### src/hdl/eppc_pkg.sv
// shared constants, register map and state encoding of the epp 1.7 port
package eppc_pkg;

   // ----------------------------------------------------------------
   // bus geometry
   // ----------------------------------------------------------------
   localparam int EPPC_ADDR_W = 6;
   localparam int EPPC_DATA_W = 8;
   localparam int EPPC_BUS_W = 32;

   // ----------------------------------------------------------------
   // register indices, byte address is four times the index
   // ----------------------------------------------------------------
   localparam logic [3:0] EPPC_IDX_SPP_DATA = 4'h0;
   localparam logic [3:0] EPPC_IDX_STATUS = 4'h1;
   localparam logic [3:0] EPPC_IDX_CONTROL = 4'h2;
   localparam logic [3:0] EPPC_IDX_EPP_ADDR = 4'h3;
   localparam logic [3:0] EPPC_IDX_EPP_DATA0 = 4'h4;
   localparam logic [3:0] EPPC_IDX_EPP_DATA3 = 4'h7;
   localparam logic [3:0] EPPC_IDX_CONFIG = 4'h8;

   // ----------------------------------------------------------------
   // field positions
   // ----------------------------------------------------------------
   localparam int EPPC_CTL_STROBE = 0;
   localparam int EPPC_CTL_AUTOFD = 1;
   localparam int EPPC_CTL_INIT = 2;
   localparam int EPPC_CTL_SELIN = 3;
   localparam int EPPC_CTL_IRQE = 4;
   localparam int EPPC_CTL_DIR = 5;
   localparam int EPPC_CTL_W = 6;
   localparam int EPPC_STS_TIMEOUT = 0;
   localparam int EPPC_STS_ERR = 3;
   localparam int EPPC_STS_SLCT = 4;
   localparam int EPPC_STS_PE = 5;
   localparam int EPPC_STS_INTR = 6;
   localparam int EPPC_STS_WAIT = 7;
   localparam int EPPC_CFG_EPP_EN = 0;

   // ----------------------------------------------------------------
   // synchronised input lanes
   // ----------------------------------------------------------------
   localparam int EPPC_SY_WAIT = 0;
   localparam int EPPC_SY_INTR = 1;
   localparam int EPPC_SY_PE = 2;
   localparam int EPPC_SY_SLCT = 3;
   localparam int EPPC_SY_ERR = 4;
   localparam int EPPC_SY_W = 5;

   // ----------------------------------------------------------------
   // reset values
   // ----------------------------------------------------------------
   localparam logic [EPPC_CTL_W-1:0] EPPC_CTL_RST = 6'h00;
   localparam logic [EPPC_DATA_W-1:0] EPPC_BYTE_RST = 8'h00;

   // ----------------------------------------------------------------
   // timing
   // ----------------------------------------------------------------
   localparam int EPPC_CLK_MHZ = 250;
   localparam int EPPC_WDOG_NS = 10000;
   // longest time, rounded down
   localparam int EPPC_WDOG_CYC = (EPPC_WDOG_NS * EPPC_CLK_MHZ) / 1000;
   localparam int EPPC_WDOG_W = 13;

   // ----------------------------------------------------------------
   // cycle states
   // ----------------------------------------------------------------
   typedef enum logic [1:0] {
      EPPC_IDLE = 2'b00,
      EPPC_ANSWER = 2'b01,
      EPPC_SETUP = 2'b10,
      EPPC_STROBE = 2'b11
   } eppc_state_t;

endpackage

### src/hdl/eppc_port.sv
// epp 1.7 parallel port cycle engine with spp fallback and avalon-mm registers

// What this block does
// RQ1: outside EPP cycles, data pins and strobe/autofeed/init follow SPP control
// RQ2: watchdog aborts any EPP cycle beyond 10 us and sets status bit 0
// RQ3: software clears control D0, D1, D3 and sets D5 per direction first
// RQ4: hold the bus cycle while peripheral wait is low; finish once high
// RQ5: wait asserted keeps bus stalled until wait released or timeout
// RQ6: software clears direction bit, then writes an EPP register
// RQ7: EPP write places byte on pins, then asserts data or address strobe
// RQ8: at write end strobe drops and the byte stays latched on pins
// RQ9: direction bit set releases write and tri-states pins; strobe on read
// RQ10: peripheral drives data then raises wait during EPP read
// RQ11: at read end strobe drops; peripheral then releases pins
// RQ12: write, data strobe, address strobe and peripheral reset are active low
// RQ13: peripheral raises wait to acknowledge, lowers it when ready again
// RQ14: interrupt input passes through unchanged, active high
// RQ15: direction output low unless direction bit set or EPP read running
// RQ16: only write line is overridden by SPP control; registers are shared
// RQ17: EPP address register at index 3, reset cleared, EPP mode only
// RQ18: EPP data registers at indices 4 to 7, data strobe, EPP mode only
// RQ19: watchdog counts system clocks up to the 10 us limit
// RQ20: wait and interrupt pass a two-flop synchroniser before use
module eppc_port #(
   parameter int WDOG_CYC = eppc_pkg::EPPC_WDOG_CYC
) (
   // clock and reset
   input wire logic clock,
   input wire logic rst_b,
   // avalon-mm register slave
   input wire logic [eppc_pkg::EPPC_ADDR_W-1:0] avs_address,
   input wire logic avs_read,
   input wire logic avs_write,
   input wire logic [3:0] avs_byteenable,
   input wire logic [eppc_pkg::EPPC_BUS_W-1:0] avs_writedata,
   output logic [eppc_pkg::EPPC_BUS_W-1:0] avs_readdata,
   output logic avs_waitrequest,
   // peripheral data pins
   input wire logic [eppc_pkg::EPPC_DATA_W-1:0] peripheral_data_pins_in,
   output logic [eppc_pkg::EPPC_DATA_W-1:0] peripheral_data_pins_out,
   output logic peripheral_data_pins_oe,
   // peripheral control outputs
   output logic write_n,
   output logic data_strobe_n,
   output logic address_strobe_alt_n,
   output logic direction_output,
   output logic strobe_n,
   output logic autofeed_n,
   output logic periph_reset_n,
   output logic select_in_n,
   // peripheral inputs
   input wire logic wait_n,
   input wire logic intr,
   input wire logic paper_end,
   input wire logic selected,
   input wire logic error_n,
   // interrupt pass-through
   output logic intr_out
);
   import eppc_pkg::*;

   // ----------------------------------------------------------------
   // state
   // ----------------------------------------------------------------
   typedef struct packed {
      eppc_state_t state;
      logic waitrequest;
      logic [EPPC_BUS_W-1:0] readdata;
      logic [EPPC_DATA_W-1:0] spp_data;
      logic [EPPC_CTL_W-1:0] ctrl;
      logic epp_en;
      logic timeout;
      logic [EPPC_DATA_W-1:0] epp_addr;
      logic [EPPC_DATA_W-1:0] epp_data;
      logic cyc_read;
      logic cyc_addr;
      logic cyc_host_rd;
      logic [EPPC_DATA_W-1:0] pd_out;
      logic pd_oe;
      logic dir_out;
      logic write_n;
      logic data_strobe_n;
      logic addr_strobe_n;
      logic strobe_n;
      logic autofd_n;
      logic init_n;
      logic select_in_n;
      logic intr_out;
   } eppc_port_st_t;

   eppc_port_st_t st_ff;
   eppc_port_st_t nxt_st;

   logic [EPPC_SY_W-1:0] sy_in;
   logic [EPPC_SY_W-1:0] sy_out;
   logic [EPPC_DATA_W-1:0] pd_sync;
   logic wd_run;
   logic wd_expired;
   logic [3:0] idx;
   logic wait_hi;

   // ----------------------------------------------------------------
   // input synchronisers
   // ----------------------------------------------------------------
   assign sy_in = {error_n, selected, paper_end, intr, wait_n};

   eppc_sync #(.W(EPPC_SY_W)) u_sync_ctl ( // RQ20
      .clock(clock),
      .rst_b(rst_b),
      .d_async(sy_in),
      .q_sync(sy_out)
   );

   eppc_sync #(.W(EPPC_DATA_W)) u_sync_pd (
      .clock(clock),
      .rst_b(rst_b),
      .d_async(peripheral_data_pins_in),
      .q_sync(pd_sync)
   );

   // ----------------------------------------------------------------
   // watchdog
   // ----------------------------------------------------------------
   // runs from the strobe setup until the bus cycle is answered
   assign wd_run = (st_ff.state == EPPC_SETUP) || (st_ff.state == EPPC_STROBE); // RQ2

   eppc_wdog #(.LIMIT(WDOG_CYC), .CW(EPPC_WDOG_W)) u_wdog (
      .clock(clock),
      .rst_b(rst_b),
      .run(wd_run),
      .expired(wd_expired)
   );

   assign idx = avs_address[EPPC_ADDR_W-1:2];
   assign wait_hi = sy_out[EPPC_SY_WAIT];

   // ----------------------------------------------------------------
   // decode helpers
   // ----------------------------------------------------------------
   function automatic logic is_epp_idx(input logic [3:0] i);
      return (i >= EPPC_IDX_EPP_ADDR) && (i <= EPPC_IDX_EPP_DATA3); // RQ17 RQ18
   endfunction

   function automatic logic [EPPC_DATA_W-1:0] status_byte(input eppc_port_st_t s,
                                                          input logic [EPPC_SY_W-1:0] y);
      logic [EPPC_DATA_W-1:0] b;
      b = '0;
      b[EPPC_STS_TIMEOUT] = s.timeout;
      b[EPPC_STS_ERR] = y[EPPC_SY_ERR];
      b[EPPC_STS_SLCT] = y[EPPC_SY_SLCT];
      b[EPPC_STS_PE] = y[EPPC_SY_PE];
      b[EPPC_STS_INTR] = y[EPPC_SY_INTR];
      b[EPPC_STS_WAIT] = y[EPPC_SY_WAIT];
      return b;
   endfunction

   // ----------------------------------------------------------------
   // next state
   // ----------------------------------------------------------------
   always_comb begin
      nxt_st = st_ff;
      nxt_st.waitrequest = 1'b1;
      unique case (st_ff.state)
         EPPC_IDLE: begin
            // a request is taken only while waitrequest stands high, so the
            // request answered in the previous cycle is never taken twice
            if ((avs_read || avs_write) && st_ff.waitrequest) begin
               nxt_st.readdata = '0;
               if (is_epp_idx(idx) && st_ff.epp_en) begin
                  // pin direction follows the direction bit, so a write
                  // with the bit set runs as a read on the pins
                  nxt_st.cyc_read = st_ff.ctrl[EPPC_CTL_DIR]; // RQ9
                  nxt_st.cyc_addr = (idx == EPPC_IDX_EPP_ADDR);
                  nxt_st.cyc_host_rd = avs_read;
                  if (!st_ff.ctrl[EPPC_CTL_DIR]) begin
                     nxt_st.pd_out = avs_writedata[EPPC_DATA_W-1:0]; // RQ7
                  end
                  nxt_st.state = EPPC_SETUP;
               end else begin
                  nxt_st.waitrequest = 1'b0;
                  nxt_st.state = EPPC_ANSWER;
                  if (avs_read) begin
                     if (idx == EPPC_IDX_SPP_DATA) begin
                        nxt_st.readdata[EPPC_DATA_W-1:0] =
                           st_ff.ctrl[EPPC_CTL_DIR] ? pd_sync : st_ff.spp_data;
                     end else if (idx == EPPC_IDX_STATUS) begin
                        nxt_st.readdata[EPPC_DATA_W-1:0] = status_byte(st_ff, sy_out);
                     end else if (idx == EPPC_IDX_CONTROL) begin
                        nxt_st.readdata[EPPC_CTL_W-1:0] = st_ff.ctrl;
                     end else if (idx == EPPC_IDX_CONFIG) begin
                        nxt_st.readdata[EPPC_CFG_EPP_EN] = st_ff.epp_en;
                     end
                  end else if (avs_byteenable[0]) begin
                     if (idx == EPPC_IDX_SPP_DATA) begin
                        nxt_st.spp_data = avs_writedata[EPPC_DATA_W-1:0];
                        nxt_st.pd_out = avs_writedata[EPPC_DATA_W-1:0]; // RQ1
                     end else if (idx == EPPC_IDX_STATUS) begin
                        if (avs_writedata[EPPC_STS_TIMEOUT]) begin
                           nxt_st.timeout = 1'b0;
                        end
                     end else if (idx == EPPC_IDX_CONTROL) begin
                        nxt_st.ctrl = avs_writedata[EPPC_CTL_W-1:0]; // RQ16
                     end else if (idx == EPPC_IDX_CONFIG) begin
                        nxt_st.epp_en = avs_writedata[EPPC_CFG_EPP_EN];
                     end
                  end
               end
            end
         end
         EPPC_ANSWER: begin
            nxt_st.state = EPPC_IDLE;
         end
         EPPC_SETUP: begin
            // byte has stood on the pins one cycle before the strobe
            if (st_ff.cyc_addr) begin
               nxt_st.addr_strobe_n = 1'b0; // RQ7 RQ9
            end else begin
               nxt_st.data_strobe_n = 1'b0; // RQ18
            end
            nxt_st.state = EPPC_STROBE;
         end
         EPPC_STROBE: begin
            if (wd_expired) begin
               // abort: strobes drop and the host is released with zero data
               nxt_st.timeout = 1'b1; // RQ2 RQ5
               nxt_st.data_strobe_n = 1'b1;
               nxt_st.addr_strobe_n = 1'b1;
               nxt_st.waitrequest = 1'b0;
               nxt_st.state = EPPC_ANSWER;
            end else if (wait_hi) begin
               nxt_st.data_strobe_n = 1'b1; // RQ4 RQ8 RQ11
               nxt_st.addr_strobe_n = 1'b1;
               nxt_st.waitrequest = 1'b0;
               nxt_st.state = EPPC_ANSWER;
               if (st_ff.cyc_read) begin
                  if (st_ff.cyc_addr) begin
                     nxt_st.epp_addr = pd_sync;
                  end else begin
                     nxt_st.epp_data = pd_sync;
                  end
                  if (st_ff.cyc_host_rd) begin
                     nxt_st.readdata[EPPC_DATA_W-1:0] = pd_sync;
                  end
               end else if (st_ff.cyc_addr) begin
                  nxt_st.epp_addr = st_ff.pd_out; // RQ17
               end else begin
                  nxt_st.epp_data = st_ff.pd_out;
               end
            end
         end
      endcase
      // pin levels from control and cycle state, the interrupt output from its synchroniser
      nxt_st.dir_out = nxt_st.ctrl[EPPC_CTL_DIR] ||
                       (nxt_st.cyc_read && (nxt_st.state == EPPC_SETUP ||
                                            nxt_st.state == EPPC_STROBE)); // RQ15
      nxt_st.pd_oe = !nxt_st.dir_out; // RQ9
      // an active spp strobe forces the write line asserted
      nxt_st.write_n = nxt_st.dir_out && !nxt_st.ctrl[EPPC_CTL_STROBE]; // RQ16 RQ12
      nxt_st.strobe_n = !nxt_st.ctrl[EPPC_CTL_STROBE]; // RQ1
      nxt_st.autofd_n = !nxt_st.ctrl[EPPC_CTL_AUTOFD];
      nxt_st.init_n = nxt_st.ctrl[EPPC_CTL_INIT]; // RQ12
      nxt_st.select_in_n = !nxt_st.ctrl[EPPC_CTL_SELIN];
      nxt_st.intr_out = sy_out[EPPC_SY_INTR]; // RQ14
   end

   // ----------------------------------------------------------------
   // state register
   // ----------------------------------------------------------------
   always_ff @(posedge clock) begin
      if (!rst_b) begin
         st_ff <= '0;
         st_ff.state <= EPPC_IDLE;
         st_ff.waitrequest <= 1'b1;
         st_ff.ctrl <= EPPC_CTL_RST;
         st_ff.epp_addr <= EPPC_BYTE_RST;
         st_ff.epp_data <= EPPC_BYTE_RST;
         st_ff.pd_oe <= 1'b1;
         st_ff.write_n <= 1'b1;
         st_ff.data_strobe_n <= 1'b1;
         st_ff.addr_strobe_n <= 1'b1;
         st_ff.strobe_n <= 1'b1;
         st_ff.autofd_n <= 1'b1;
         st_ff.select_in_n <= 1'b1;
      end else begin
         st_ff <= nxt_st;
      end
   end

   // ----------------------------------------------------------------
   // outputs
   // ----------------------------------------------------------------
   assign avs_readdata = st_ff.readdata;
   assign avs_waitrequest = st_ff.waitrequest;
   assign peripheral_data_pins_out = st_ff.pd_out;
   assign peripheral_data_pins_oe = st_ff.pd_oe;
   assign write_n = st_ff.write_n;
   assign data_strobe_n = st_ff.data_strobe_n;
   assign address_strobe_alt_n = st_ff.addr_strobe_n;
   assign direction_output = st_ff.dir_out;
   assign strobe_n = st_ff.strobe_n;
   assign autofeed_n = st_ff.autofd_n;
   assign periph_reset_n = st_ff.init_n;
   assign select_in_n = st_ff.select_in_n;
   assign intr_out = st_ff.intr_out;

endmodule // eppc_port

### src/hdl/eppc_sync.sv
// two-flop synchroniser for a group of pin levels
module eppc_sync #(
   parameter int W = 1
) (
   // clock and reset
   input wire logic clock,
   input wire logic rst_b,
   // levels
   input wire logic [W-1:0] d_async,
   output logic [W-1:0] q_sync
);

   typedef struct packed {
      logic [W-1:0] s1;
      logic [W-1:0] s2;
   } eppc_sync_st_t;

   eppc_sync_st_t st_ff;
   eppc_sync_st_t nxt_st;

   // first stage feeds the second stage only
   always_comb begin
      nxt_st.s1 = d_async;
      nxt_st.s2 = st_ff.s1;
   end

   always_ff @(posedge clock) begin
      if (!rst_b) begin
         st_ff <= '0;
      end else begin
         st_ff <= nxt_st;
      end
   end

   assign q_sync = st_ff.s2;

endmodule // eppc_sync

### src/hdl/eppc_wdog.sv
// cycle watchdog: flags a run that lasts past its limit
module eppc_wdog #(
   parameter int LIMIT = eppc_pkg::EPPC_WDOG_CYC,
   parameter int CW = eppc_pkg::EPPC_WDOG_W
) (
   // clock and reset
   input wire logic clock,
   input wire logic rst_b,
   // control
   input wire logic run,
   output logic expired
);
   import eppc_pkg::*;

   localparam logic [CW-1:0] LAST = CW'(LIMIT - 1);

   typedef struct packed {
      logic [CW-1:0] cnt;
      logic expired;
   } eppc_wdog_st_t;

   eppc_wdog_st_t st_ff;
   eppc_wdog_st_t nxt_st;

   // count clock cycles while a cycle runs, restart from zero when it ends
   always_comb begin
      nxt_st = st_ff;
      nxt_st.expired = 1'b0;
      if (!run) begin
         nxt_st.cnt = '0;
      end else if (st_ff.cnt == LAST) begin
         nxt_st.expired = 1'b1; // RQ19
      end else begin
         nxt_st.cnt = st_ff.cnt + 1'b1;
      end
   end

   always_ff @(posedge clock) begin
      if (!rst_b) begin
         st_ff <= '0;
      end else begin
         st_ff <= nxt_st;
      end
   end

   assign expired = st_ff.expired;

endmodule // eppc_wdog
### config.mk
export PLATFORM = sky130hd
export DESIGN_NAME = eppc_port
export DESIGN_NICKNAME = d
export VERILOG_FILES = /design/src/hdl/eppc_pkg.sv /design/src/hdl/eppc_port.sv /design/src/hdl/eppc_sync.sv /design/src/hdl/eppc_wdog.sv
export SDC_FILE = /design/constraint.sdc
export NUM_CORES = 1
export LEC_CHECK = 0
export ABC_CLOCK_PERIOD_IN_PS = 2400
export BUFFER_PORTS_ARGS = -buffer_cell sky130_fd_sc_hd__clkbuf_2
export CAP_MARGIN = 20
export CORE_MARGIN = 5
export CORE_UTILIZATION = 52
export CTS_CLUSTER_DIAMETER = 40
export DETAILED_ROUTE_END_ITERATION = 10
export MAX_ROUTING_LAYER = met4
export PLACE_DENSITY_LB_ADDON = 0.15
export SYNTH_ARGS = -nofsm -noshare
export SYNTH_HDL_FRONTEND = slang
export SYNTH_SLANG_ARGS = --single-unit
### constraint.sdc
create_clock -name clock -period 2.4 [get_ports clock]
set_input_delay 0.24 -clock clock [delete_from_list [all_inputs] [get_ports clock]]
set_output_delay 0.24 -clock clock [all_outputs]
set_load 0.01 [all_outputs]
Word level (Yosys, flattened, before mapping)

Index checks and enable logic that the tools add are counted.

Flip-flop bits (word level): 88
Input port bits: 59
Output and inout bits: 51
Word-level logic and storage cells: 140

Add/sub/neg operators: 1
Magnitude comparators: 2
Equality and inequality tests: 27
Multiplexer cells: 48
Bitwise logic cells: 5
Reductions and logical operators: 29

Operators by type and width:

| cell                                                               | count |
|---|---|
| 8-bit 2-to-1 mux                                                   | 14 |
| 51-bit 2-to-1 mux                                                  | 1 |
| 16-bit 2-to-1 mux                                                  | 2 |
| 2-bit != test (second input constant)                              | 13 |
| 24-bit 2-to-1 mux                                                  | 1 |
| 11-bit 2-to-1 mux                                                  | 2 |
| 6-bit AND reduction                                                | 3 |
| 9-bit AND reduction                                                | 2 |
| 8-bit one-hot mux with 2 select lines                              | 1 |
| 7-bit 2-to-1 mux                                                   | 2 |
| 13-bit by 1-bit adder with 13-bit output (second input constant)   | 1 |
| 13-bit by 12-bit == test with 1-bit output (second input constant) | 1 |
| 6-bit 2-to-1 mux                                                   | 2 |
| 1-bit 2-to-1 mux                                                   | 11 |
| 3-bit 2-to-1 mux                                                   | 3 |
| 3-bit AND reduction                                                | 3 |
| 2-bit == test (second input constant)                              | 4 |
| 4-bit by 2-bit == test with 1-bit output (second input constant)   | 2 |
| 2-bit 2-to-1 mux                                                   | 4 |
| 2-bit one-hot mux with 4 select lines                              | 1 |
| 8-bit AND reduction                                                | 1 |
| 2-bit nonzero test                                                 | 4 |
| 2-bit by 1-bit != test with 1-bit output (second input constant)   | 3 |
| 1-bit logical AND                                                  | 5 |
| 15 further kinds                                                   | 26 |

Logic depth before layout (Yosys ltp)

Gate-level depths: netlist (run 1).

Depth in word-level cells: 15
Mapped depth: 7
Mapped depth without buffers: 7

Cells and area by module

A second synthesis (run 1) with hierarchy kept.

Cells, all modules: 424
Area, all modules: 3,941.3 sq um

By module, submodules not included:

| module                  | times used | cells an instance | area each (sq um) | seq. area each (sq um) |
|---|---|---|---|---|
| eppc_port               | 1          | 298               | 2,572.5           | 940.9 |
| eppc_wdog               | 1          | 73                | 659.4             | 280.3 |
| eppc_sync at u_sync_pd  | 1          | 33                | 446.7             | 320.3 |
| eppc_sync at u_sync_ctl | 1          | 20                | 262.8             | 200.2 |

Worst setup path after synthesis (run 1)

OpenSTA, ideal clock, no wires.

Path kind: reg-to-reg
From: register (tool-made name)
To: register write_n (netlist name)
Library setup time: 0.114 ns
Arrival: 1.834 ns
Data required time: 2.286 ns
Path slack: 0.452 ns
Cell stages (with the launch flop): 8
Path buffers: 0
Period minus slack after synthesis: 1.948 ns
Path through: dfxtp_1 inv_1 ha_1 inv_1 nor4_4 mux2_1 a21o_1 a21o_1

==> impl_summary.md, run 1 <==
Run status
The flow ran to the end, and the final reports show no timing, DRC or antenna violations.

STA
The final count of pins violating max slew is 0. Setup violations remaining at the end of the flow were counted as 0. The top achievable clock speed is 0.487 GHz. The slew at the pin with the worst max-slew slack is 0.596 ns. The number of hold violations in the final report is 0.

The period utilization is a little under nine tenths. Counting I/O delays and the setup requirement, the final critical path takes around 2 ns. The final setup TNS is 0 ns.

The maximum clock skew at final layout is ~0.012 ns. The final worst hold slack is between 0.08 and 0.09 ns. Setup repair after global routing left no endpoint under its margin. The headroom to the max-slew limit is about 60%.

Logic synthesis
Yosys mapped a number of flops with a built-in enable equal to 0. In this run the cell area of the synthesized design comes to ~3800 sq um. For this run, the number of Yosys warnings is 0. The proportion of netlist area held by the largest area contributor is roughly 45%. The most instantiated flip-flop cell in the synthesis netlist is sky130_fd_sc_hd__dfxtp_1. After synthesis, the most frequently instantiated cells are sky130_fd_sc_hd__dfxtp_1, sky130_fd_sc_hd__nor2_1, sky130_fd_sc_hd__buf_4. After synthesis, flip-flops and latches occupy around 45% of the total area. The synthesized area per cell is 9.60 sq um. The instance count of the mapped netlist is about 400. sky130_fd_sc_hd__dfxtp_1 takes more of the synthesized area than any other cell. The netlist uses 61 different library cells. After synthesis, the cell types taking the most area are sky130_fd_sc_hd__dfxtp_1, sky130_fd_sc_hd__mux2i_1, sky130_fd_sc_hd__buf_4. The cell with the most instances after synthesis is sky130_fd_sc_hd__dfxtp_1. The fraction of synthesis flops using an asynchronous set or reset pin is 0%. After synthesis the netlist holds a flip-flop and latch count of 87.

Setup path
The worst setup path is launched from a flop. On the worst path, the slowest cell contributes a delay of 0.38 ns. Of all nets on the critical path, the largest fanout is 7. Data arrives at the worst endpoint at 2.31 ns.

The kind of critical path is reg -> reg. The kind of end point of the critical path is a flop. The number of buffer and inverter stages on the critical path is 2. The cell family with the largest share of critical-path delay is compound AO/OA/AOI/OAI gates. STA puts the critical path data required time at between 2 and 3 ns. Walking the worst path, the cells encountered are inv_1, ha_1, buf_4, and4b_1, and2_1, a41o_1, a21o_1, a21o_1. The slowest cell on the critical path is sky130_fd_sc_hd__dfxtp_1. The cell with the most instances on the worst path is sky130_fd_sc_hd__a21o_1.

Job
The number of max-capacitance violations reported is 0.

Power
In this run, the combinational gates consume between 20% and 30% of the power. The fraction of power spent switching nets is roughly 30%. The sequential fraction of design power is between 40% and 50%. The internal power of the cells totals 0.00244 W. The clock network accounts for 32.1% of the total power. The worst IR drop on VDD is ~0.34 mV. Summed over all cells, the static leakage comes to between 1.5 and 2 nW. The overall power of the completed layout is 0.00347 W. In this run the power density over the cells is ~820 nW/um^2.

The switching power summed over all nets is 0.00103 W.

GRT
The number of antenna violations at the first check in global routing is 0. The most heavily used metal layer in global routing is met2. For this run, global-route usage on met3 was measured as under 10%.

The number of global-route vias before repair is ~2500. The wire length of the first global-routing pass is around 12 mm. Entering global routing, the biggest net connects 47 pins. For this run, global-route usage on met1 was measured as between 20% and 30%. Across every metal layer, demand over resource in global routing totals 17.7%. For this run the aggregate overflow at the end of global routing stands at 0. The met2 capacity usage during global routing is between 20% and 30%.

Place
The weighted congestion reported at the end of routability-driven placement is ~0.81. In this run the tool buffered the top-level ports with 56 buffer cells. The HPWL after detailed placement is 5.40 mm.

Clock tree
The number of buffers added to fix hold violations after cts is 0. The H-tree was split into 3 levels. The number of setup buffers added after CTS is 0. The worst-skew pair later-pin latency is between 0.3 and 0.4 ns. The number of gates resized after CTS was 0. The clock passes through at most 2 buffers.

The buffer cell driving the clock tree root is sky130_fd_sc_hd__clkbuf_8. The number of clock buffers added by TritonCTS is 9. CTS saw 87 sinks.

Clock-pin slew was measured on the worst setup and hold paths at 0.09 ns. TritonCTS built the clock tree.

Finish
The share of final-layout standard cells stronger than drive strength 1 is between 20% and 30%. The number of antenna diodes is 0. The final net count is around 500. Cells fill between 50% and 60% of the core in the end. Counting the fill cells in the layout gives 678. Relative to the synthesized area, the layout overhead comes to 10.2%.

Detailed routing
The number of DRC violations after detailed routing is 0. The overall via count from detail_route is 2708. The number of search-and-repair iterations in the first detailed-routing pass is 4. The via-per-instance ratio is 4.97. The mean routed wirelength per cell is 13.7 microns. The violation count after the first detailed-route iteration is 162.

The total detailed-routing wirelength is about 7.4 mm. The count of nets left with antenna violations once routing finished came out at 0.

Floorplanning
The die is around 96 microns wide. The number of cell rows is 31. Measured along the y axis, the die boundary spans between 90 and 100 microns. The I/O pin count is 110. The initial core utilization is roughly 53%.

The placeable core region is around 7200 sq um. The floorplan step defined a die boundary enclosing 9220 sq um.

Hold path
The class of the worst hold path is in -> reg. The startpoint of the tightest hold check path is peripheral_data_pins_in[1].
-- kinds of logic (layout without fill, tap and decap cells) --
family	Yosys count	count (layout)	synth area share, %
multiplexers	33	33	8.65
flip-flops	87	87	45.3
AND/OR/NAND/NOR	133	133	20.3
other	1	24	0.0974
AO/OA/AOI/OAI	63	63	11.1
buffers and inverters	69	91	10.8
XOR/XNOR	11	11	2.50
adder cells (fa/ha/maj)	4	4	1.30
-- layer usage --
layer	part of all wire, %	routed length [microns]	vias to the layer above
li1	-	-	1395
met1	48	3570	1210
met2	44	3270	84
met3	5.6	420	19
met4	2.5	184	0
met5	0	0	-
-- sequential cells by signal (all words and copies together), names as in the netlist, 5 cells and up, named ones only --
register / flops
u_sync_ctl.q_sync: 5
st_ff: 20
u_wdog.st_ff: 13
avs_readdata: 8
peripheral_data_pins_out: 8
u_sync_pd.nxt_st: 8
u_sync_pd.q_sync: 8
u_sync_ctl.nxt_st: 5
-- power groups by stage --
stage	Sequential, W	Clock (W)	Combinational, W
after floorplan	0.00163	0	0.000583
after global placement	0.00164	0	0.000735
after detailed placement	0.00164	0	0.000743
after CTS	0.00161	0.00115	0.000748
after global routing	0.00162	0.00121	0.000830
final	0.00161	0.00111	0.000746
-- per-stage QoR --
step                      setup slack, ns  cell area [sq um]  std cells
after floorplan                     0.452               3940        424
after global placement              0.397               4020        529
after detailed placement            0.393               4020        529
after CTS                           0.335               4240        545
after global routing                0.238               4240        545
final                               0.345               4240        545
-- path summary, 6_finish.rpt --
path              cells after the start  slack, ns                   end
setup / recovery                      8       0.34               write_n
hold / removal                        2       0.09   u_sync_pd.nxt_st[1]
setup reg to reg                      8       0.34               write_n
hold reg to reg                       1       0.44  u_sync_ctl.q_sync[0]
-- final cells by class --
| type | count | area, sq um | area share, % |
|---|---|---|---|
| Clock inverter | 5 | 81.3 | 1.92 |
| Tap cell | 99 | 124 | 2.92 |
| Clock buffer | 11 | 141 | 3.33 |
| Multi-Input combinational cell | 268 | 1780 | 41.9 |
| Timing Repair Buffer | 62 | 325 | 7.67 |
| Sequential cell | 87 | 1740 | 41.1 |
| Inverter | 13 | 48.8 | 1.15 |
-- cells in the final DEF, fill, tap and decap left out, drive strengths merged, types with 4 or more instances in the layout --
cell type | synthesis | final
dfxtp | 87 | 87
clkbuf | 11 | 67
nor2 | 41 | 41
and2 | 32 | 32
mux2i | 31 | 31
conb | 1 | 24
a21oi | 18 | 18
o21ai | 18 | 18
inv | 12 | 12
nand2 | 12 | 12
nand2b | 12 | 12
nand3 | 10 | 10
xor2 | 8 | 8
buf | 45 | 6
a22oi | 4 | 4
a32oi | 4 | 4
ha | 4 | 4
nor4 | 4 | 4
Note: power is estimated with default switching activity, not from simulation.
==> inputs of run 2 (changes only) <==
--- a/config.mk
+++ b/config.mk
@@ -8,12 +8,15 @@
 export ABC_CLOCK_PERIOD_IN_PS = 2400
 export BUFFER_PORTS_ARGS = -buffer_cell sky130_fd_sc_hd__clkbuf_2
 export CAP_MARGIN = 20
+export CORE_ASPECT_RATIO = 1.4
 export CORE_MARGIN = 5
 export CORE_UTILIZATION = 52
 export CTS_CLUSTER_DIAMETER = 40
 export DETAILED_ROUTE_END_ITERATION = 10
 export MAX_ROUTING_LAYER = met4
 export PLACE_DENSITY_LB_ADDON = 0.15
+export SLEW_MARGIN = 20
 export SYNTH_ARGS = -nofsm -noshare
 export SYNTH_HDL_FRONTEND = slang
 export SYNTH_SLANG_ARGS = --single-unit
+export TNS_END_PERCENT = 100
==> run 2 against run 1 <==
  * Final area is 0.18% higher
  * Via count is 1.4% higher
  * Critical path type unchanged
  * Combinational power hardly changed
  * Worst setup slack better by 0.016 ns
  * Sequential share of layout area is 0.073 points lower
  * Critical endpoint unchanged
==> impl_summary.md, run 2 (same netlist as run 1, synthesis figures left out) <==
Run status
Outcome: complete, no violations (unchanged).

Job
The number of max-capacitance violations reported came to 0 (unchanged).

GRT
The largest net degree at the start of global routing came to 43 (was 47). The overall overflow remaining after global route is 0 (unchanged). The aggregate global-route resource usage is 17.6% (was 17.7%). The wire length of the first global-routing pass is 12.2 mm (was 12.1 mm). The number of global-route vias before repair is 2526 (was 2496). The number of antenna violations at the first check in global routing is 0 (unchanged).

Detailed routing
The residual antenna-violating net count after detailed routing is 0 (unchanged). The mean routed wirelength per cell is 13.8 microns (was 13.7 microns). The total detailed-routing wirelength is 7.52 mm (was 7.44 mm).

The number of search-and-repair iterations in the first detailed-routing pass is 5 (was 4). The number of DRC violations after detailed routing is 0 (unchanged). The overall via count from detail_route is 2745 (was 2708). The via-per-instance ratio is 5.06 (was 4.97). The violation count after the first detailed-route iteration is 219 (was 162).

Clock tree
The number of post-CTS setup repair buffers was 0 (unchanged). The CTS buffer count came to 9 (unchanged). The TritonCTS clock tree is yes (unchanged).

The worst-skew pair later-pin latency is 0.35 ns (was 0.36 ns). The clock transition time at the flip-flop clock pins of the worst setup and hold paths was 0.09 ns (about the same). The number of buffers added to fix hold violations after cts is 0 (unchanged). The post-cts repair resize count was 0 (unchanged). The maximum level of the CTS H-tree is 3 (unchanged). The maximum clock insertion buffer count came to 2 (unchanged).

The number of sinks driven by the clock tree is 87 (unchanged). The buffer cell driving the clock tree root is sky130_fd_sc_hd__clkbuf_8 (unchanged).

STA
The period utilization came to 85.0% (was 85.6%). The final count of pins violating max slew was 0 (unchanged). RSZ-0062 raised after global routing: no (unchanged). The slew at the pin with the worst max-slew slack came to 0.593 ns (was 0.596 ns).

The number of hold violations in the final report is 0 (unchanged). The number of endpoints failing setup at the final stage is 0 (unchanged). The headroom to the max-slew limit is 60.4% (was 60.2%).

The top achievable clock speed came to 0.490 GHz (was 0.487 GHz). The final critical delay including setup and external delays is 2.04 ns (was 2.06 ns). The final worst hold slack is 0.0898 ns (was 0.0865 ns).

The maximum clock skew at final layout is 0.00964 ns (was 0.0122 ns). The final setup TNS came to 0 ns (unchanged).

Finish
The number of antenna diodes is 0 (unchanged). The most common cell after layout, fill and taps aside is sky130_fd_sc_hd__dfxtp_1 (unchanged). The layout overhead on the synthesized area is 10.4% (was 10.2%).

The share of final-layout standard cells stronger than drive strength 1 is 20.9% (was 20.6%). The final net count is 504 (unchanged). Most used cells in the layout excluding fill and tap cells: sky130_fd_sc_hd__dfxtp_1, sky130_fd_sc_hd__clkbuf_2, sky130_fd_sc_hd__nor2_1, sky130_fd_sc_hd__and2_1, sky130_fd_sc_hd__mux2i_1 (unchanged). The flip-flop count of the largest register after layout is 20 (unchanged). The register with the highest flop count is st_ff (unchanged). Registers with the highest flip-flop counts: st_ff (20), u_wdog.st_ff (13) (unchanged).

Power
The worst IR drop on VDD came to 0.469 mV (was 0.336 mV). The clock group share of total power is 32.6% (was 32.1%). The leakage power summed over all cells came to 1.86 nW (about the same). The overall power of the completed layout is 0.00348 W (was 0.00347 W). The fraction of power spent switching nets is 30.5% (was 29.7%). The switching power summed over all nets was 0.00106 W (was 0.00103 W).

The cell area power density came to 820 nW/um^2 (was 818 nW/um^2). The sequential fraction of design power came to 46.1% (was 46.3%). The design internal power is 0.00242 W (was 0.00244 W). The combinational cell fraction of total power is 21.4% (was 21.5%).

Floorplanning
The height of the die is 112 microns (was 96.0 microns). The initial core utilization is 53.0% (was 53.3%). The die footprint is 9250 sq um (was 9220 sq um). The number of cell rows is 37 (was 31).

The horizontal die dimension is 82.7 microns (was 96.0 microns). The placeable core region is 7270 sq um (was 7210 sq um). The I/O pin count is 110 (unchanged).

Hold path
The endpoint of the worst hold path is u_sync_ctl.nxt_st[4] (was u_sync_pd.nxt_st[1]). The worst hold path stage count is 2 (unchanged). The startpoint of the tightest hold check path is error_n (was peripheral_data_pins_in[1]). The class of the worst hold path is in -> reg (unchanged).

Setup path
The capturing point of the worst reg2reg path is write_n (unchanged). The arrival time at the worst endpoint is 2.29 ns (was 2.31 ns). CP cell instances: inv_1, ha_1, buf_4, and4b_1, and2_1, a41o_1, a21o_1, a21o_1 (unchanged). The largest fanout on the critical path came to 7 (unchanged). The kind of end point of the critical path is a flop (unchanged).

The cell family with the largest share of critical-path delay is compound AO/OA/AOI/OAI gates (unchanged). The type of element launching the critical path is a flop (unchanged). The longest individual stage delay on the worst path is 0.37 ns (was 0.38 ns). The kind of critical path was reg -> reg (unchanged). The minimum setup slack among reg-to-reg paths is 0.36 ns (was 0.34 ns). The number of buffer and inverter stages on the critical path is 2 (unchanged).

The cell depth of the worst flop-to-flop path is 8 (unchanged). The data required time at the worst endpoint is 2.65 ns (about the same). The slowest cell on the critical path is sky130_fd_sc_hd__dfxtp_1 (unchanged). The cell with the most instances on the worst path is sky130_fd_sc_hd__a21o_1 (unchanged).

Place
The estimated wirelength of the detail-placed design is 5.68 mm (was 5.40 mm). The weighted congestion reported at the end of routability-driven placement is 0.873 (was 0.814). The quantity of I/O buffers inserted on ports is 56 (unchanged).
==> run 2: changes by cell type in the layout (fill, tap and decap cells not counted), sizes merged <==
cell	previous run	this run
clkbuf	67	65
clkinv	3	4
clkinvlp	1	2
==> run 2: worst max path at each step <==
stage          depth (start not counted)      end  startpoint
2_1_floorplan                          7  write_n        flop
3_3_place_gp                           8  write_n   st_ff[87]
3_5_place_dp                           8  write_n   st_ff[87]
4_1_cts                                8  write_n   st_ff[87]
5_1_grt                                8  write_n   st_ff[87]
6_report                               8  write_n        flop
==> run 2: per-layer routing <==
metal  up-vias  GRT usage, %  wire length, microns
met1      1267          21.4                  3340
met4         0          8.94                   150
li1       1399             -                     -
met2        68          27.5                  3740
met3        11          3.07                   290
met5         -             -                     0
==> run 2: power by group through the flow <==
stage	combinational (W)	clock, W	sequential (W)
after floorplan	0.000583	0	0.00163
after global placement	0.000730	0	0.00164
after detailed placement	0.000741	0	0.00164
after CTS	0.000743	0.00117	0.00161
after global routing	0.000830	0.00123	0.00162
final	0.000744	0.00113	0.00160
==> run 2: cell type report <==
type	instances	area, sq um
clock buffer	9	124
clock inverter	7	109
fill	667	3020
inverter	13	48.8
multi-input combinational	268	1780
sequential	87	1740
tap	97	121
timing repair buffer	62	325
==> run 2: stage by stage <==
step	cell area [sq um]	util, %	setup WS (ns)	std cells
after detailed placement	4020	55.2	0.365	527
after global placement	4020	55.2	0.407	527
final	4250	58.4	0.361	543
after CTS	4250	58.4	0.356	543
after floorplan	3940	-	0.452	424
after global routing	4250	58.4	0.279	543
==> inputs of run 3 (changes only) <==
--- a/config.mk
+++ b/config.mk
@@ -5,7 +5,8 @@
 export SDC_FILE = /design/constraint.sdc
 export NUM_CORES = 1
 export LEC_CHECK = 0
-export ABC_CLOCK_PERIOD_IN_PS = 2400
+export ABC_AREA = 1
+export ABC_CLOCK_PERIOD_IN_PS = 2100
 export BUFFER_PORTS_ARGS = -buffer_cell sky130_fd_sc_hd__clkbuf_2
 export CAP_MARGIN = 20
 export CORE_ASPECT_RATIO = 1.4
==> constraint.sdc (replaced) <==
create_clock -name clock -period 2.1 [get_ports clock]
set_input_delay 0.21 -clock clock [delete_from_list [all_inputs] [get_ports clock]]
set_output_delay 0.21 -clock clock [all_outputs]
set_load 0.01 [all_outputs]
==> run 3 against run 2 <==
  * Maximum frequency grew 13%
  * Sequential power grew 15%
  * Power grew 10%
  * Synthesized cell count grew 33%
  * Die area grew 3.2%
  * Critical path depth grew 1
  * Via count grew 16%
  * Sequential share of layout area shrank 0.75 points
  * Clock skew grew 0.00060 ns
  * Global-route usage grew 0.55 points
  * Critical path type unchanged
  * Highest routed layer unchanged
==> impl_summary.md, run 3 <==
Power
The leakage power summed over all cells is 2.13 nW (was 1.86 nW). The worst IR drop on VDD came to 0.529 mV (was 0.469 mV). The overall power of the completed layout is 0.00384 W (was 0.00348 W). The cell area power density is 887 nW/um^2 (was 820 nW/um^2).

STA
The final critical delay including setup and external delays is 1.80 ns (was 2.04 ns). The period utilization came to 85.8% (was 85.0%). The number of endpoints failing setup at the final stage is 0 (unchanged). The maximum clock skew at final layout was 0.0102 ns (was 0.00964 ns). The slew at the pin with the worst max-slew slack was 0.530 ns (was 0.593 ns). The top achievable clock speed is 0.555 GHz (was 0.490 GHz). The final setup TNS came to 0 ns (unchanged). The final worst setup slack was 0.298 ns (was 0.361 ns). The headroom to the max-slew limit is 64.7% (was 60.4%). RSZ-0062 raised after global routing: no (unchanged). The number of hold violations in the final report is 0 (unchanged). The final count of pins violating max slew came to 0 (unchanged).

Logic synthesis
The library cell with the largest summed area after synthesis is sky130_fd_sc_hd__dfxtp_1 (unchanged). The post-synthesis instance area is 3990 sq um (was 3850 sq um). The number of unique standard cell types used by synthesis is 40 (was 61). The synthesized flop and latch total is 87 (unchanged).

Cell types with the highest counts after synthesis: sky130_fd_sc_hd__nand2_1, sky130_fd_sc_hd__dfxtp_1, sky130_fd_sc_hd__inv_1 (was sky130_fd_sc_hd__dfxtp_1, sky130_fd_sc_hd__nor2_1, sky130_fd_sc_hd__buf_4). The instance count of the mapped netlist is 535 (was 401). The number of synthesized flops with an enable pin was 0 (unchanged).

Cell types with the largest area share after synthesis: sky130_fd_sc_hd__dfxtp_1, sky130_fd_sc_hd__nand2_1, sky130_fd_sc_hd__buf_4 (was sky130_fd_sc_hd__dfxtp_1, sky130_fd_sc_hd__mux2i_1, sky130_fd_sc_hd__buf_4). The cell with the most instances after synthesis is sky130_fd_sc_hd__nand2_1 (was sky130_fd_sc_hd__dfxtp_1). The proportion of netlist area held by the largest area contributor is 43.7% (was 45.3%). The most instantiated flip-flop cell in the synthesis netlist is sky130_fd_sc_hd__dfxtp_1 (unchanged). The total number of yosys warnings is 0 (unchanged). The share of synthesized area occupied by flip-flops and latches is 43.7% (was 45.3%). The fraction of synthesis flops using an asynchronous set or reset pin came to 0% (unchanged). The synthesized area per cell is 7.45 sq um (was 9.60 sq um).

Floorplanning
The number of cell rows is 37 (unchanged). The horizontal die dimension is 84.0 microns (was 82.7 microns). The initial core utilization is 53.8% (was 53.0%). The height of the die is 114 microns (was 112 microns). The die footprint was 9540 sq um (was 9250 sq um). The I/O pin count is 110 (unchanged).

The placeable core region is 7410 sq um (was 7270 sq um).

Detailed routing
The violation count after the first detailed-route iteration is 175 (was 219). The number of DRC violations after detailed routing was 0 (unchanged). The overall via count from detail_route is 3189 (was 2745). The mean routed wirelength per cell is 12.0 microns (was 13.8 microns). The via-per-instance ratio is 4.70 (was 5.06). The number of search-and-repair iterations in the first detailed-routing pass was 4 (was 5). The residual antenna-violating net count after detailed routing is 0 (unchanged). The total detailed-routing wirelength came to 8.12 mm (was 7.52 mm).

Finish
Registers with the highest flip-flop counts: st_ff (20), u_wdog.st_ff (13) (unchanged). The final net count is 640 (was 504). The fill cell instance count of the final layout is 728 (was 667).

The most common cell after layout, fill and taps aside was sky130_fd_sc_hd__nand2_1 (was sky130_fd_sc_hd__dfxtp_1). The number of antenna diodes was 0 (unchanged). The register with the highest flop count is st_ff (unchanged). The share of final-layout standard cells stronger than drive strength 1 was 18.7% (was 20.9%). Most used cells in the layout excluding fill and tap cells: sky130_fd_sc_hd__nand2_1, sky130_fd_sc_hd__dfxtp_1, sky130_fd_sc_hd__inv_1, sky130_fd_sc_hd__clkbuf_2 (was sky130_fd_sc_hd__dfxtp_1, sky130_fd_sc_hd__clkbuf_2, sky130_fd_sc_hd__nor2_1, sky130_fd_sc_hd__and2_1, sky130_fd_sc_hd__mux2i_1). The layout overhead on the synthesized area is 8.57% (was 10.4%).

The flip-flop count of the largest register after layout is 20 (unchanged).

Setup path
The capturing point of the worst reg2reg path is peripheral_data_pins_oe (was write_n). The cell depth of the worst flop-to-flop path is 9 (was 8). The minimum setup slack among reg-to-reg paths is 0.30 ns (was 0.36 ns). The largest fanout on the critical path came to 9 (was 7).

The kind of end point of the critical path is a flop (unchanged). The data required time at the worst endpoint is 2.32 ns (was 2.65 ns). The kind of critical path is reg -> reg (unchanged).

The type of element launching the critical path is a flop (unchanged). The arrival time at the worst endpoint is 2.02 ns (was 2.29 ns).

GRT
The number of global-route vias before repair is 2976 (was 2526). The largest net degree at the start of global routing is 61 (was 43). The aggregate global-route resource usage is 18.2% (was 17.6%). The wire length of the first global-routing pass is 13.6 mm (was 12.2 mm). The number of antenna violations at the first check in global routing was 0 (unchanged). The overall overflow remaining after global route came to 0 (unchanged).

Clock tree
The number of sinks driven by the clock tree is 87 (unchanged). The clock transition time at the flip-flop clock pins of the worst setup and hold paths is 0.09 ns (about the same). The post-cts repair resize count is 0 (unchanged). The maximum clock insertion buffer count is 2 (unchanged). The number of post-CTS setup repair buffers is 0 (unchanged). The TritonCTS clock tree is yes (unchanged). The number of buffers added to fix hold violations after cts is 0 (unchanged). The CTS buffer count came to 9 (unchanged). The buffer cell driving the clock tree root was sky130_fd_sc_hd__clkbuf_8 (unchanged). The worst-skew pair later-pin latency is 0.35 ns (about the same).

The maximum level of the CTS H-tree came to 3 (unchanged).

Hold path
The endpoint of the worst hold path is u_sync_pd.nxt_st[0] (was u_sync_ctl.nxt_st[4]). The startpoint of the tightest hold check path is peripheral_data_pins_in[0] (was error_n). The class of the worst hold path is in -> reg (unchanged). The worst hold path stage count is 3 (was 2).

Place
The quantity of I/O buffers inserted on ports is 56 (unchanged). The estimated wirelength of the detail-placed design is 6.24 mm (was 5.68 mm). The post-placement setup slack came to 0.318 ns (was 0.365 ns). The weighted congestion reported at the end of routability-driven placement is 0.895 (was 0.873).

Job
The number of max-capacitance violations reported is 0 (unchanged).

Run status
Outcome: complete, no violations (unchanged).
-- run 3: how the worst max path moves through the flow --
stage                              endpoint  slack [ns]  start
floorplan                         st_ff[50]        0.54   flop
global placement    peripheral_data_pins_oe        0.37   flop
detailed placement  peripheral_data_pins_oe        0.32   flop
CTS                 peripheral_data_pins_oe        0.30   flop
global route                      st_ff[47]        0.14   flop
finish              peripheral_data_pins_oe        0.30   flop
-- run 3: critical path, stage by stage, from the launching register on --
cell and delay (ns):
sky130_fd_sc_hd__dfxtp_1 0.36, sky130_fd_sc_hd__inv_1 0.10, sky130_fd_sc_hd__ha_1 0.35, sky130_fd_sc_hd__nand3_2 0.18
sky130_fd_sc_hd__inv_1 0.23, sky130_fd_sc_hd__nand2_1 0.08, sky130_fd_sc_hd__o21ai_1 0.12, sky130_fd_sc_hd__nand2_1 0.10
sky130_fd_sc_hd__nand2_2 0.09, sky130_fd_sc_hd__nand2_2 0.06
-- run 3: kinds of logic after synthesis --
kind of cell / count (synthesis) / synth area share [%]
XOR/XNOR: 2 / 0.440
flip-flops: 87 / 43.7
buffers and inverters: 136 / 17.2
adder cells (fa/ha/maj): 4 / 1.26
AO/OA/AOI/OAI: 96 / 13.5
AND/OR/NAND/NOR: 209 / 23.8
other: 1 / 0.0941
-- run 3: per-layer routing --
layer	GRT usage, %	wire length [microns]
met4	9.01	225
met5	-	0
met1	20.7	3440
met3	3.90	493
met2	30.2	3960
-- run 3: per-stage QoR --
stage	utilization, %	std cells	instance area (sq um)	hold slack (ns)
6_report	58.4	679	4330	0.0312
5_1_grt	58.4	679	4330	0.0160
4_1_cts	58.4	679	4330	0.0115
3_5_place_dp	55.9	663	4140	0.395
3_3_place_gp	55.9	663	4140	0.394
2_1_floorplan	-	558	4070	0.308
-- run 3: power breakdown --
group	total [W]	internal [W]	switching [W]
clock network	0.00109	0.000452	0.000636
registers	0.00184	0.00177	0.0000723
logic	0.000903	0.000308	0.000595
total	0.00384	0.00253	0.00130
-- run 3: area by class of cell --
class	count	area [sq um]	area share [%]
flip-flops and latches	87	1740	40.3
multi-input cells	335	1640	38.0
repair buffers	61	318	7.35
inverters	83	315	7.29
clock buffers	9	124	2.86
well taps	97	121	2.81
clock inverters	7	62.6	1.45
